### src/hdl/duart_pins_pkg.sv
// Shared constants and state types for the dual UART pin block
package duart_pins_pkg;
  localparam int NUM_CHAN  = 2;
  localparam int CHAN_A    = 0;
  localparam int CHAN_B    = 1;
  localparam int DATA_W    = 8;
  localparam int BUF_DEPTH = 2;
  localparam int MCR_W     = 4;
  localparam int MSR_W     = 4;
  localparam int BAUD_W    = 10;

  // Modem control bit positions
  localparam int MCR_DTR    = 0;
  localparam int MCR_RTS    = 1;
  localparam int MCR_OUT1   = 2;
  localparam int MCR_IRQ_EN = 3;

  // Modem status bit positions (active high)
  localparam int MSR_CTS = 0;
  localparam int MSR_DSR = 1;
  localparam int MSR_RI  = 2;
  localparam int MSR_CD  = 3;

  localparam logic [MCR_W-1:0] MCR_RESET = 4'h0;

  // Bit timing at a 100 MHz clock
  localparam int CLK_HZ    = 100_000_000;
  localparam int BAUD_RATE = 115_200;
  localparam logic [BAUD_W-1:0] BIT_CYCLES =
    BAUD_W'(CLK_HZ / BAUD_RATE);
  localparam logic [BAUD_W-1:0] BIT_LAST = BIT_CYCLES - 10'h001;
  localparam logic [BAUD_W-1:0] HALF_LAST =
    (BIT_CYCLES >> 1) - 10'h001;
  localparam logic [2:0] LAST_DATA_BIT = 3'h7;

  typedef enum logic [1:0] {
    SER_IDLE,
    SER_START,
    SER_DATA,
    SER_STOP
  } ser_state_t;
endpackage

### src/hdl/byte_stream_if.sv
// Valid/ready byte stream between the serial engines and buffers
`timescale 1ns/1ps
interface byte_stream_if;
  logic       valid;
  logic       ready;
  logic [7:0] data;
  modport src (output valid, output data, input ready);
  modport snk (input valid, input data, output ready);
endinterface

### src/hdl/byte_buffer2.sv
// Two-entry byte buffer with registered ready and valid
`timescale 1ns/1ps
module byte_buffer2
  import duart_pins_pkg::*;
(
  // Clock and reset
  input  wire logic    ref_clk_i,
  input  wire logic    nrst_i,
  // Streams
  byte_stream_if.snk   in_s,
  byte_stream_if.src   out_s
);
  import duart_pins_pkg::*;

  logic [DATA_W-1:0] mem_reg [BUF_DEPTH];
  logic [DATA_W-1:0] mem_next [BUF_DEPTH];
  logic              wr_ptr_reg;
  logic              wr_ptr_next;
  logic              rd_ptr_reg;
  logic              rd_ptr_next;
  logic [1:0]        count_reg;
  logic [1:0]        count_next;
  logic              ready_reg;
  logic              ready_next;
  logic              valid_reg;
  logic              valid_next;
  logic              push;
  logic              pop;

  assign in_s.ready  = ready_reg;
  assign out_s.valid = valid_reg;
  assign out_s.data  = mem_reg[rd_ptr_reg];

  always_comb begin
    push        = in_s.valid & ready_reg;
    pop         = valid_reg & out_s.ready;
    mem_next    = mem_reg;
    wr_ptr_next = wr_ptr_reg;
    rd_ptr_next = rd_ptr_reg;
    count_next  = count_reg;
    if (push) begin
      mem_next[wr_ptr_reg] = in_s.data;
      wr_ptr_next          = ~wr_ptr_reg;
    end
    if (pop) begin
      rd_ptr_next = ~rd_ptr_reg;
    end
    if (push && !pop) begin
      count_next = count_reg + 2'h1;
    end else if (pop && !push) begin
      count_next = count_reg - 2'h1;
    end
    ready_next = (count_next != 2'(BUF_DEPTH));
    valid_next = (count_next != 2'h0);
  end

  always_ff @(posedge ref_clk_i) begin
    if (!nrst_i) begin
      for (int i = 0; i < BUF_DEPTH; i++) begin
        mem_reg[i] <= 8'h00;
      end
      wr_ptr_reg <= 1'b0;
      rd_ptr_reg <= 1'b0;
      count_reg  <= 2'h0;
      ready_reg  <= 1'b1;
      valid_reg  <= 1'b0;
    end else begin
      mem_reg    <= mem_next;
      wr_ptr_reg <= wr_ptr_next;
      rd_ptr_reg <= rd_ptr_next;
      count_reg  <= count_next;
      ready_reg  <= ready_next;
      valid_reg  <= valid_next;
    end
  end
endmodule

### src/hdl/duart_serial_modem_pins.sv
// Serial, modem and status pins of both channels of a dual UART
// Summary of operation
// - Bus select high: channel B interrupt pin carries that channel's interrupt.
// - Control bit 3 set: interrupt pin actively driven, output port 2 low.
// - Control bit 3 clear: interrupt pin tri-stated when bus select is high, output port 2 high.
// - Bus select low: channel B interrupt pin unused, held at zero.
// - Each channel has an active-low transmitter-ready output from transmit status.
// - Each channel has an active-low receiver-ready output from receive status.
// - Each channel drives an active-low request-to-send, software controlled.
// - Each channel drives an active-low terminal-ready, software controlled.
// - Each channel accepts an active-low clear-to-send, readable as input.
// - Set-ready, carrier, ring inputs readable; they never affect transfers.
// - Bus select high picks strobe bus, low picks read/write-line bus.
`timescale 1ns/1ps
module duart_serial_modem_pins
  import duart_pins_pkg::*;
(
  // Clock and reset
  input  wire logic              ref_clk_i,
  input  wire logic              nrst_i,
  // Bus select pin and channel B interrupt source
  input  wire logic              bus_select_i,
  input  wire logic              chan_b_irq_req_i,
  // Modem control values per channel
  input  wire logic [MCR_W-1:0]  chan_a_modem_ctrl_i,
  input  wire logic [MCR_W-1:0]  chan_b_modem_ctrl_i,
  // Channel B interrupt and output port pins
  output logic                   chan_b_irq_out_o,
  output logic                   chan_b_irq_out_oe_o,
  output logic                   chan_b_output_port2_n_o,
  // Channel A host data
  input  wire logic [DATA_W-1:0] chan_a_tx_data_i,
  input  wire logic              chan_a_tx_valid_i,
  output logic                   chan_a_tx_accept_o,
  output logic [DATA_W-1:0]      chan_a_rx_data_o,
  output logic                   chan_a_rx_valid_o,
  input  wire logic              chan_a_rx_take_i,
  // Channel B host data
  input  wire logic [DATA_W-1:0] chan_b_tx_data_i,
  input  wire logic              chan_b_tx_valid_i,
  output logic                   chan_b_tx_accept_o,
  output logic [DATA_W-1:0]      chan_b_rx_data_o,
  output logic                   chan_b_rx_valid_o,
  input  wire logic              chan_b_rx_take_i,
  // Ready status pins
  output logic                   chan_a_tx_ready_n_o,
  output logic                   chan_a_rx_ready_n_o,
  output logic                   chan_b_tx_ready_n_o,
  output logic                   chan_b_rx_ready_n_o,
  // Channel A serial and modem pins
  input  wire logic              chan_a_serial_in_i,
  output logic                   chan_a_serial_out_o,
  output logic                   chan_a_request_send_n_o,
  output logic                   chan_a_terminal_ready_n_o,
  input  wire logic              chan_a_clear_send_n_i,
  input  wire logic              chan_a_set_ready_n_i,
  input  wire logic              chan_a_carrier_detect_n_i,
  input  wire logic              chan_a_ring_indicator_n_i,
  output logic [MSR_W-1:0]       chan_a_modem_status_o,
  // Channel B serial and modem pins
  input  wire logic              chan_b_serial_in_i,
  output logic                   chan_b_serial_out_o,
  output logic                   chan_b_request_send_n_o,
  output logic                   chan_b_terminal_ready_n_o,
  input  wire logic              chan_b_clear_send_n_i,
  input  wire logic              chan_b_set_ready_n_i,
  input  wire logic              chan_b_carrier_detect_n_i,
  input  wire logic              chan_b_ring_indicator_n_i,
  output logic [MSR_W-1:0]       chan_b_modem_status_o
);
  import duart_pins_pkg::*;

  // Per-channel views of the pins
  logic [MCR_W-1:0]  ctrl_in    [NUM_CHAN];
  logic [MSR_W-1:0]  modem_raw  [NUM_CHAN];
  logic [DATA_W-1:0] tx_data_in [NUM_CHAN];
  logic [DATA_W-1:0] rx_data_out[NUM_CHAN];
  logic [NUM_CHAN-1:0] ser_raw;
  logic [NUM_CHAN-1:0] tx_valid_in;
  logic [NUM_CHAN-1:0] tx_accept;
  logic [NUM_CHAN-1:0] rx_valid_out;
  logic [NUM_CHAN-1:0] rx_take;

  // Registered per-channel outputs
  logic [MCR_W-1:0]  modem_control_reg [NUM_CHAN];
  logic [MSR_W-1:0]  status_reg        [NUM_CHAN];
  logic [NUM_CHAN-1:0] ser_out_reg;
  logic [NUM_CHAN-1:0] tx_rdy_n_reg;
  logic [NUM_CHAN-1:0] rx_rdy_n_reg;
  logic [NUM_CHAN-1:0] rts_n_reg;
  logic [NUM_CHAN-1:0] dtr_n_reg;

  assign ctrl_in[CHAN_A]    = chan_a_modem_ctrl_i;
  assign ctrl_in[CHAN_B]    = chan_b_modem_ctrl_i;
  assign modem_raw[CHAN_A]  = {chan_a_carrier_detect_n_i,
                               chan_a_ring_indicator_n_i,
                               chan_a_set_ready_n_i,
                               chan_a_clear_send_n_i};
  assign modem_raw[CHAN_B]  = {chan_b_carrier_detect_n_i,
                               chan_b_ring_indicator_n_i,
                               chan_b_set_ready_n_i,
                               chan_b_clear_send_n_i};
  assign ser_raw            = {chan_b_serial_in_i, chan_a_serial_in_i};
  assign tx_data_in[CHAN_A] = chan_a_tx_data_i;
  assign tx_data_in[CHAN_B] = chan_b_tx_data_i;
  assign tx_valid_in        = {chan_b_tx_valid_i, chan_a_tx_valid_i};
  assign rx_take            = {chan_b_rx_take_i, chan_a_rx_take_i};

  assign chan_a_tx_accept_o        = tx_accept[CHAN_A];
  assign chan_b_tx_accept_o        = tx_accept[CHAN_B];
  assign chan_a_rx_data_o          = rx_data_out[CHAN_A];
  assign chan_b_rx_data_o          = rx_data_out[CHAN_B];
  assign chan_a_rx_valid_o         = rx_valid_out[CHAN_A];
  assign chan_b_rx_valid_o         = rx_valid_out[CHAN_B];
  assign chan_a_tx_ready_n_o       = tx_rdy_n_reg[CHAN_A];
  assign chan_b_tx_ready_n_o       = tx_rdy_n_reg[CHAN_B];
  assign chan_a_rx_ready_n_o       = rx_rdy_n_reg[CHAN_A];
  assign chan_b_rx_ready_n_o       = rx_rdy_n_reg[CHAN_B];
  assign chan_a_serial_out_o       = ser_out_reg[CHAN_A];
  assign chan_b_serial_out_o       = ser_out_reg[CHAN_B];
  assign chan_a_request_send_n_o   = rts_n_reg[CHAN_A];
  assign chan_b_request_send_n_o   = rts_n_reg[CHAN_B];
  assign chan_a_terminal_ready_n_o = dtr_n_reg[CHAN_A];
  assign chan_b_terminal_ready_n_o = dtr_n_reg[CHAN_B];
  assign chan_a_modem_status_o     = status_reg[CHAN_A];
  assign chan_b_modem_status_o     = status_reg[CHAN_B];

  // Bus select pin synchroniser and channel B interrupt pin
  logic bus_sel_meta_reg;
  logic bus_sel_reg;
  logic irq_out_reg;
  logic irq_out_next;
  logic irq_oe_reg;
  logic irq_oe_next;
  logic op2_n_reg;
  logic op2_n_next;

  assign chan_b_irq_out_o        = irq_out_reg;
  assign chan_b_irq_out_oe_o     = irq_oe_reg;
  assign chan_b_output_port2_n_o = op2_n_reg;

  always_comb begin
    op2_n_next   = ~modem_control_reg[CHAN_B][MCR_IRQ_EN];
    irq_out_next = chan_b_irq_req_i;
    irq_oe_next  = modem_control_reg[CHAN_B][MCR_IRQ_EN];
    if (!bus_sel_reg) begin
      irq_out_next = 1'b0;
      irq_oe_next  = 1'b1;
    end
  end

  always_ff @(posedge ref_clk_i) begin
    if (!nrst_i) begin
      bus_sel_meta_reg <= 1'b0;
      bus_sel_reg      <= 1'b0;
      irq_out_reg      <= 1'b0;
      irq_oe_reg       <= 1'b1;
      op2_n_reg        <= 1'b1;
    end else begin
      bus_sel_meta_reg <= bus_select_i;
      bus_sel_reg      <= bus_sel_meta_reg;
      irq_out_reg      <= irq_out_next;
      irq_oe_reg       <= irq_oe_next;
      op2_n_reg        <= op2_n_next;
    end
  end

  // One serial engine pair per channel
  for (genvar ch = 0; ch < NUM_CHAN; ch++) begin : g_chan
    byte_stream_if tx_host ();
    byte_stream_if tx_eng ();
    byte_stream_if rx_eng ();
    byte_stream_if rx_host ();

    byte_buffer2 u_tx_buf (
      .ref_clk_i (ref_clk_i),
      .nrst_i    (nrst_i),
      .in_s      (tx_host),
      .out_s     (tx_eng)
    );

    byte_buffer2 u_rx_buf (
      .ref_clk_i (ref_clk_i),
      .nrst_i    (nrst_i),
      .in_s      (rx_eng),
      .out_s     (rx_host)
    );

    assign tx_host.valid    = tx_valid_in[ch];
    assign tx_host.data     = tx_data_in[ch];
    assign tx_accept[ch]    = tx_host.ready;
    assign rx_host.ready    = rx_take[ch];
    assign rx_data_out[ch]  = rx_host.data;
    assign rx_valid_out[ch] = rx_host.valid;

    logic [MSR_W-1:0]  modem_meta_reg;
    logic              ser_meta_reg;
    logic              ser_in_reg;
    ser_state_t        tx_state_reg;
    ser_state_t        tx_state_next;
    logic [BAUD_W-1:0] tx_baud_reg;
    logic [BAUD_W-1:0] tx_baud_next;
    logic [2:0]        tx_bit_reg;
    logic [2:0]        tx_bit_next;
    logic [DATA_W-1:0] tx_shift_reg;
    logic [DATA_W-1:0] tx_shift_next;
    logic              ser_out_next;
    ser_state_t        rx_state_reg;
    ser_state_t        rx_state_next;
    logic [BAUD_W-1:0] rx_baud_reg;
    logic [BAUD_W-1:0] rx_baud_next;
    logic [2:0]        rx_bit_reg;
    logic [2:0]        rx_bit_next;
    logic [DATA_W-1:0] rx_shift_reg;
    logic [DATA_W-1:0] rx_shift_next;

    // Transmitter: start, eight data bits LSB first, stop
    always_comb begin
      tx_state_next = tx_state_reg;
      tx_baud_next  = tx_baud_reg + 10'h001;
      tx_bit_next   = tx_bit_reg;
      tx_shift_next = tx_shift_reg;
      ser_out_next  = ser_out_reg[ch];
      tx_eng.ready  = 1'b0;
      case (tx_state_reg)
        SER_IDLE: begin
          ser_out_next = 1'b1;
          tx_baud_next = 10'h000;
          if (tx_eng.valid) begin
            tx_eng.ready  = 1'b1;
            tx_shift_next = tx_eng.data;
            ser_out_next  = 1'b0;
            tx_state_next = SER_START;
          end
        end
        SER_START: begin
          if (tx_baud_reg == BIT_LAST) begin
            tx_baud_next  = 10'h000;
            tx_bit_next   = 3'h0;
            ser_out_next  = tx_shift_reg[0];
            tx_state_next = SER_DATA;
          end
        end
        SER_DATA: begin
          if (tx_baud_reg == BIT_LAST) begin
            tx_baud_next  = 10'h000;
            tx_shift_next = tx_shift_reg >> 1;
            tx_bit_next   = tx_bit_reg + 3'h1;
            ser_out_next  = tx_shift_next[0];
            if (tx_bit_reg == LAST_DATA_BIT) begin
              ser_out_next  = 1'b1;
              tx_state_next = SER_STOP;
            end
          end
        end
        SER_STOP: begin
          if (tx_baud_reg == BIT_LAST) begin
            tx_state_next = SER_IDLE;
          end
        end
        default: begin
          tx_state_next = SER_IDLE;
        end
      endcase
    end

    // Receiver: idle-high line, mid-bit sampling, bad stop dropped
    always_comb begin
      rx_state_next = rx_state_reg;
      rx_baud_next  = rx_baud_reg + 10'h001;
      rx_bit_next   = rx_bit_reg;
      rx_shift_next = rx_shift_reg;
      rx_eng.valid  = 1'b0;
      rx_eng.data   = rx_shift_reg;
      case (rx_state_reg)
        SER_IDLE: begin
          rx_baud_next = 10'h000;
          if (!ser_in_reg) begin
            rx_state_next = SER_START;
          end
        end
        SER_START: begin
          if (rx_baud_reg == HALF_LAST) begin
            rx_baud_next  = 10'h000;
            rx_bit_next   = 3'h0;
            rx_state_next = ser_in_reg ? SER_IDLE : SER_DATA;
          end
        end
        SER_DATA: begin
          if (rx_baud_reg == BIT_LAST) begin
            rx_baud_next  = 10'h000;
            rx_shift_next = {ser_in_reg, rx_shift_reg[DATA_W-1:1]};
            rx_bit_next   = rx_bit_reg + 3'h1;
            if (rx_bit_reg == LAST_DATA_BIT) begin
              rx_state_next = SER_STOP;
            end
          end
        end
        SER_STOP: begin
          if (rx_baud_reg == BIT_LAST) begin
            rx_eng.valid  = ser_in_reg;
            rx_state_next = SER_IDLE;
          end
        end
        default: begin
          rx_state_next = SER_IDLE;
        end
      endcase
    end

    always_ff @(posedge ref_clk_i) begin
      if (!nrst_i) begin
        ser_meta_reg          <= 1'b1;
        ser_in_reg            <= 1'b1;
        modem_meta_reg        <= 4'hF;
        status_reg[ch]        <= 4'h0;
        modem_control_reg[ch] <= MCR_RESET;
        rts_n_reg[ch]         <= 1'b1;
        dtr_n_reg[ch]         <= 1'b1;
        tx_rdy_n_reg[ch]      <= 1'b1;
        rx_rdy_n_reg[ch]      <= 1'b1;
        ser_out_reg[ch]       <= 1'b1;
        tx_state_reg          <= SER_IDLE;
        tx_baud_reg           <= 10'h000;
        tx_bit_reg            <= 3'h0;
        tx_shift_reg          <= 8'h00;
        rx_state_reg          <= SER_IDLE;
        rx_baud_reg           <= 10'h000;
        rx_bit_reg            <= 3'h0;
        rx_shift_reg          <= 8'h00;
      end else begin
        ser_meta_reg          <= ser_raw[ch];
        ser_in_reg            <= ser_meta_reg;
        modem_meta_reg        <= modem_raw[ch];
        status_reg[ch]        <= ~modem_meta_reg;
        modem_control_reg[ch] <= ctrl_in[ch];
        rts_n_reg[ch]   <= ~modem_control_reg[ch][MCR_RTS];
        dtr_n_reg[ch]   <= ~modem_control_reg[ch][MCR_DTR];
        tx_rdy_n_reg[ch] <= ~tx_host.ready;
        rx_rdy_n_reg[ch] <= ~rx_host.valid;
        ser_out_reg[ch]       <= ser_out_next;
        tx_state_reg          <= tx_state_next;
        tx_baud_reg           <= tx_baud_next;
        tx_bit_reg            <= tx_bit_next;
        tx_shift_reg          <= tx_shift_next;
        rx_state_reg          <= rx_state_next;
        rx_baud_reg           <= rx_baud_next;
        rx_bit_reg            <= rx_bit_next;
        rx_shift_reg          <= rx_shift_next;
      end
    end
  end
endmodule

### config.mk
export PLATFORM = sky130hd
export DESIGN_NAME = duart_serial_modem_pins
export DESIGN_NICKNAME = d
export VERILOG_FILES = /design/src/hdl/duart_pins_pkg.sv /design/src/hdl/byte_stream_if.sv /design/src/hdl/byte_buffer2.sv /design/src/hdl/duart_serial_modem_pins.sv
export SDC_FILE = /design/constraint.sdc
export NUM_CORES = 1
export LEC_CHECK = 0
export ABC_CLOCK_PERIOD_IN_PS = 2900
export BUFFER_PORTS_ARGS = -buffer_cell sky130_fd_sc_hd__buf_2
export CAP_MARGIN = 10
export CORE_MARGIN = 2
export CORE_UTILIZATION = 50
export CTS_CLUSTER_SIZE = 16
export DETAILED_ROUTE_END_ITERATION = 7
export PLACE_DENSITY = 0.69
export SLEW_MARGIN = 20
export SYNTH_ARGS = -nofsm -noshare
export SYNTH_HDL_FRONTEND = slang
export SYNTH_HIERARCHICAL = 1
export SYNTH_SLANG_ARGS = --single-unit
### constraint.sdc
create_clock -name ref_clk_i -period 2.9 [get_ports ref_clk_i]
set_input_delay 0.29 -clock ref_clk_i [delete_from_list [all_inputs] [get_ports ref_clk_i]]
set_output_delay 0.29 -clock ref_clk_i [all_outputs]
set_load 0.05 [all_outputs]
Word-level counts from Yosys, hierarchy flattened
Memories as Yosys holds them, arrays and structs flattened.
Index checks and enable logic that the tools add are counted.
Widths: inputs -> output; s select.
{"block": "totals", "reg_bits": 207, "ram_bits": 16, "input_bits": 42, "out_inout_bits": 41, "elab_cells": 343, "memories": 2}
{"name": "modem_control_reg", "depth": 2, "width": 4, "rd": 2, "rd_ports_with_merged_regs": 0, "wr": 2, "line": "duart_serial_modem_pins.sv:85", "text": "logic [MCR_W-1:0] modem_control_reg [NUM_CHAN];"}
{"name": "status_reg", "depth": 2, "width": 4, "rd": 2, "rd_ports_with_merged_regs": 0, "wr": 2, "line": "duart_serial_modem_pins.sv:86", "text": "logic [MSR_W-1:0] status_reg [NUM_CHAN];"}
{"block": "classes", "addsub": 16, "n_lt_le_gt_ge": 12, "eq_ne": 46, "muxes": 110, "bitwise": 39, "n_reduce_logical": 53}
{"cell": "$mux 8", "n": 20}
{"cell": "$bwmux 16", "n": 4}
{"cell": "$mux 10", "n": 6}
{"cell": "$mux 2", "n": 30}
{"cell": "$pmux 10 s3", "n": 2}
{"cell": "$ne 2x2->1 const B", "n": 22}
{"cell": "$add 10x1->10 const B", "n": 4}
{"cell": "$eq 10x10->1 const B", "n": 4}
{"cell": "$pmux 10 s2", "n": 2}
{"cell": "$demux 8 s1", "n": 4}
{"cell": "$pmux 2 s4", "n": 4}
{"cell": "$pmux 8 s2", "n": 2}
{"cell": "$mux 3", "n": 8}
{"cell": "$pmux 3 s2", "n": 4}
{"cell": "$reduce_and 3->1", "n": 8}
{"cell": "$eq 10x9->1 const B", "n": 2}
{"cell": "$reduce_and 5->1", "n": 4}
{"cell": "$reduce_bool 2->1", "n": 10}
{"cell": "$mux 1", "n": 18}
{"cell": "$not 1->1", "n": 17}
{"cell": "$eq 2x2->1 const B", "n": 8}
{"cell": "$ge 2x2->1 const B", "n": 8}
{"cell": "$mux 4", "n": 4}
{"cell": "$not 1->2", "n": 8}
{"cell": "17 further kinds", "n": 73}

Depth between registers and ports, before layout
{"block": "depth", "depth_word": 9, "depth_mapped": 11, "depth_no_buf": 9}

By module
The synthesis kept the hierarchy.
{"mod": "duart_serial_modem_pins", "n_inst": 1, "cells_each": 607, "area_per_inst_um2": 5601.6, "seq_area_each_um2": 2642.5}
{"mod": "byte_buffer2 (g_chan[0].u_rx_buf ...)", "n_inst": 3, "cells_each": 101, "area_per_inst_um2": 925.9, "seq_area_each_um2": 440.4}
{"mod": "byte_buffer2 (g_chan[1].u_tx_buf)", "n_inst": 1, "cells_each": 100, "area_per_inst_um2": 992.2, "seq_area_each_um2": 440.4}

Worst setup path after synthesis
No wires, ideal clock.
{"block": "synth_path", "path_type": "reg2reg", "start": "reg g_chan[1].rx_baud_reg[0]", "end": "reg g_chan[1].u_rx_buf.ready_reg", "setup_ps": 122, "arrival_ps": 2456, "required_ps": 2778, "path_slack_ps": 323, "path_stages_with_launch": 10, "n_path_buf": 1, "synth_period_minus_slack_ps": 2577, "path_cell_list": "dfxtp_1 > ha_1 > or4bb_1 > nor3_2 > buf_2 > nand2_1 > nor2_1 > a21oi_2 > or3_1 > o32a_1"}
{"block": "synth_between", "elab_chain_cells": 9, "elab_cells_between_ends": 10, "classes_between": "eq/ne: 2; mux: 4; bitwise: 1; reduce/logical: 3"}
{"element": "start: declaration", "line": "duart_serial_modem_pins.sv:210", "text": "logic [BAUD_W-1:0] rx_baud_reg;"}
{"element": "start signal: assignment", "line": "duart_serial_modem_pins.sv:347", "text": "rx_baud_reg <= rx_baud_next;"}
{"element": "$eq 10x10->1 *", "line": "duart_serial_modem_pins.sv:300", "text": "if (rx_baud_reg == BIT_LAST) begin"}
{"element": "$mux 1 *", "line": "duart_serial_modem_pins.sv:300"}
{"element": "$mux 1 *", "line": "duart_serial_modem_pins.sv:275", "text": "case (rx_state_reg)"}
{"element": "via g_chan[1].rx_eng.valid", "line": "byte_stream_if.sv:4", "text": "logic valid;"}
{"element": "$and 1x1->1 *", "line": "byte_buffer2.sv:35", "text": "push = in_s.valid & ready_reg;"}
{"element": "$logic_not 1->1", "line": "byte_buffer2.sv:50", "text": "end else if (pop && !push) begin"}
{"element": "$logic_and 1x1->1", "line": "byte_buffer2.sv:50"}
{"element": "$mux 2", "line": "byte_buffer2.sv:50"}
{"element": "$mux 2 *", "line": "byte_buffer2.sv:48", "text": "if (push && !pop) begin"}
{"element": "$ne 2x2->1 *", "line": "byte_buffer2.sv:53", "text": "ready_next = (count_next != 2'(BUF_DEPTH));"}
{"element": "end signal: assignment", "line": "byte_buffer2.sv:72", "text": "ready_reg <= ready_next;"}
{"element": "end: declaration", "line": "byte_buffer2.sv:23", "text": "logic ready_reg;"}
The timed path passes the listed nets; every way through them passes the cells marked *.
A chain may end at the register's enable or synchronous reset.

Final worst setup path
Same ends and word-level chain as after synthesis.

==> summary.md <==
| Metric | Value |
|---|---|
| Commonest non-fill, non-tap cell in the layout | `dfxtp_1` |
| Register bit total from synthesis | `220` |
| Crit path time final | `2630 ps` |
| Total GRT Usage | `0.172` |
| Ys Warns | `6` |
| Placed Instances | `1,290` |
| Syn Nets | `1,076` |
| Postcts setup bufs | `0` |
| Internal power | `~0.0056 W` |
| Syn-to-layout area delta | `15.8%` |
| F_max | `0.381 GHz` |
| TritonCTS Buffers | `23` |
| Clk network pwr share | `0.374` |
| Most frequent cells in the layout | `dfxtp_1 (220), nand2_1 (165), nor2_1 (89)` |
| Die Height | `141 um` |
| DP Wirelength | `11,500 um` |
| Average size of a mapped cell | `9.28 um2` |
| Leak | `4.47 nW` |
| Number of global-route vias before repair | `6,527` |
| Max-Cap Viols | `0` |
| Kind of critical path | `reg -> reg` |
| Netlist Area Pre-Place | `9370 um2` |
| Rows | `50` |
| Final GP Congestion | `0.800` |
| Initial antenna violation count | `0` |
| Final slew viol count | `0` |
| CTS Root Buffer Type | `clkbuf_16` |
| Crit share post-route | `0.905` |
| Setup crit start kind | `register` |
| Core area | `18,500 um2` |
| Die Area | `19,900 um2` |
| CP arrival | `3010 ps` |
| CTS tree | `built` |
| First-pass GRT wire length | `29,800 um` |
| DIE WIDTH | `141 um` |
| Routed wire per std cell | `around 13 um` |
| Largest net degree at the start of global routing | `57` |
| Worst VDD drop | `between 300 and 400 uV` |
| Antenna cells | `0` |
| Post-Route WL | `17,300 um` |
| Drt drc | `0` |
| Clock sinks | `220` |
| Primary FF master, synth | `dfxtp_1` |
| Switching power | `0.00210 W` |
| Post-Synthesis Cells | `1,010` |
| Outcome | `completed` |
| Count of final setup violators | `0` |
| Req. time, crit path | `3280 ps` |
| Total global routing overflow | `0` |
| Slew @ Worst Pin | `approximately 800 ps` |
| 1st-pass router iterations | `5` |
| Switching Fraction | `0.273` |
| IO Port Bufs | `79` |
| ANT nets after route | `0` |
| Clock latency on the worst-skew pair | `about 500 ps` |
| Via density | `5.17` |
| Delay-heaviest family, CP | `simple AND/OR/NAND/NOR gates` |
| Hold Crit Class | `in -> reg` |
| CP Max Fanout | `5` |
| Clk_skew | `13.4 ps` |
| PwrDens | `709 nW/um2` |
| Synth cell types | `65` |
| Fraction of layout cells with a size suffix above 1 | `0.175` |
| Ports | `just over 80` |
| Fin nets | `1,162` |
| Fillers | `~1,600` |
| Final Hold Vio Count | `0` |
| Setup tns final | `0 ps` |
| CTS clock-pin slew for the worst setup and hold paths | `60 ps` |
| Slowest cell on the critical path | `or4bb_1` |
| Delay of the slowest cell on the worst path | `440 ps` |
| Comb power frac | `0.181` |
| CP Capture Type | `register` |
| Reg power frac | `0.444` |
| Unrepaired setup endpoints after global routing | `no` |
| Vias | `between 6,000 and 7,000` |
| Initial DRC Count | `approximately 340` |
| Final Non-Filler Cells | `1,345` |
| CTS H-Tree Depth | `1` |
| Worst path cell trace | `ha_1, or4bb_1, nor3_2, nand2_1, nor2_1, a21oi_2, or3_1, o32a_1` |
| Number of enable flip-flop cells after synthesis | `0` |
| Clock tree buffer depth | `3` |
| Starting density of the core | `0.506` |
| Sequential-to-total area share from yosys stat | `0.470` |
| Post-synth ARST share | `0` |
| Worst relative slew slack | `0.460` |
| Worst Path Buf+Inv | `0` |
what timing repair did:
action	CTS	global route
endpoints found under the setup margin	0	1
endpoints found under the hold margin	15	0
resized for setup	0	1
hold buffers	15	0
logic make-up (layout without fill, tap and decap cells):
family                     count (synthesis)  in the layout  synth area share
muxes                                    104            104             0.116
DFF                                      220            220             0.470
AOI/OAI and AO/OA                        125            125            0.0936
buffers and inverters                     70            171            0.0308
xor gates and xnor gates                  43             43            0.0410
and+or+nand+nor                          424            424             0.216
adders and majority gates                 24             24            0.0320
area by class of cell:
type                       count  area (um2)  area share
multi-input combinational    720        4680       0.431
sequential                   220        4400       0.406
clock buffer                  34         657      0.0605
timing repair buffer         107         646      0.0595
tap                          234         293      0.0270
inverter                      24        90.1     0.00830
clock inverter                 6        86.3     0.00795
layer usage:
layer | wire length [um] | global-route usage | vias to the layer above
met4 | 264 | 0.0484 | 0
met2 | 8160 | 0.297 | 92
met3 | 617 | 0.0262 | 24
met1 | 8230 | 0.226 | 3232
li1 | - | - | 3609
met5 | 0 | 0 | -
power by group through the flow:
stage	registers (W)	logic [W]	clock network, W
floorplan	0.00352	0.00107	0
global placement	0.00348	0.00136	0
detailed placement	0.00348	0.00138	0
CTS	0.00342	0.00141	0.00295
global route	0.00345	0.00156	0.00308
finish	0.00342	0.00140	0.00288
worst register-to-register path: stages (launching register included):
cell,delay [ps]
dfxtp_1,400
ha_1,250
or4bb_1,440
nor3_2,160
nand2_1,100
nor2_1,320
a21oi_2,140
or3_1,420
o32a_1,300
synthesized netlist by cell type, types with 4 or more instances:
library cell	instances	area, um2
nor4_1	6	37.5
nand3b_1	4	30.0
nand3_1	44	220
a21boi_1	14	105
a31oi_1	7	43.8
mux2i_1	65	651
ha_1	24	300
nor2_1	90	338
o21a_1	5	37.5
inv_1	24	90.1
nand4_1	10	62.6
nand2_1	165	619
xnor2_1	29	254
and3_2	6	45.0
xor2_1	13	114
or3_1	4	25.0
a21oi_1	36	180
buf_2	9	45.0
o21ai_0	14	70.1
o211a_1	10	100
mux2_2	39	439
nor2b_1	23	144
nand2b_1	20	125
and2_1	16	100
a21boi_0	12	90.1
nor3_1	8	40.0
dfxtp_1	220	4400
nand3_2	4	40.0
o22ai_1	5	31.3
clkbuf_1	32	120
final timing paths:
check	start	endpoint	slack, ps	depth (start not counted)
max	g_chan[1].rx_baud_reg[0]	g_chan[1].u_rx_buf/in_s.ready	270	8
min reg2reg	modem_control_reg[0][1]	chan_a_request_send_n_o	370	1
min	chan_b_serial_in_i	g_chan[1].ser_meta_reg	1	2
max reg2reg	g_chan[1].rx_baud_reg[0]	g_chan[1].u_rx_buf/in_s.ready	270	8
per-stage QoR:
| step | worst slack, ps | hold slack, ps | util | power (W) | instance area [um2] |
|---|---|---|---|---|---|
| 6_report | 274 | 1.33 | 0.586 | 0.00770 | 10900 |
| 2_1_floorplan | 323 | 352 | - | 0.00459 | 9370 |
| 3_3_place_gp | 320 | 354 | 0.538 | 0.00484 | 9960 |
| 5_1_grt | 64.6 | 1.92 | 0.586 | 0.00809 | 10900 |
| 4_1_cts | 254 | 3.12 | 0.586 | 0.00778 | 10900 |
| 3_5_place_dp | 273 | 358 | 0.538 | 0.00487 | 9960 |
(Power assumes the default switching activity.)
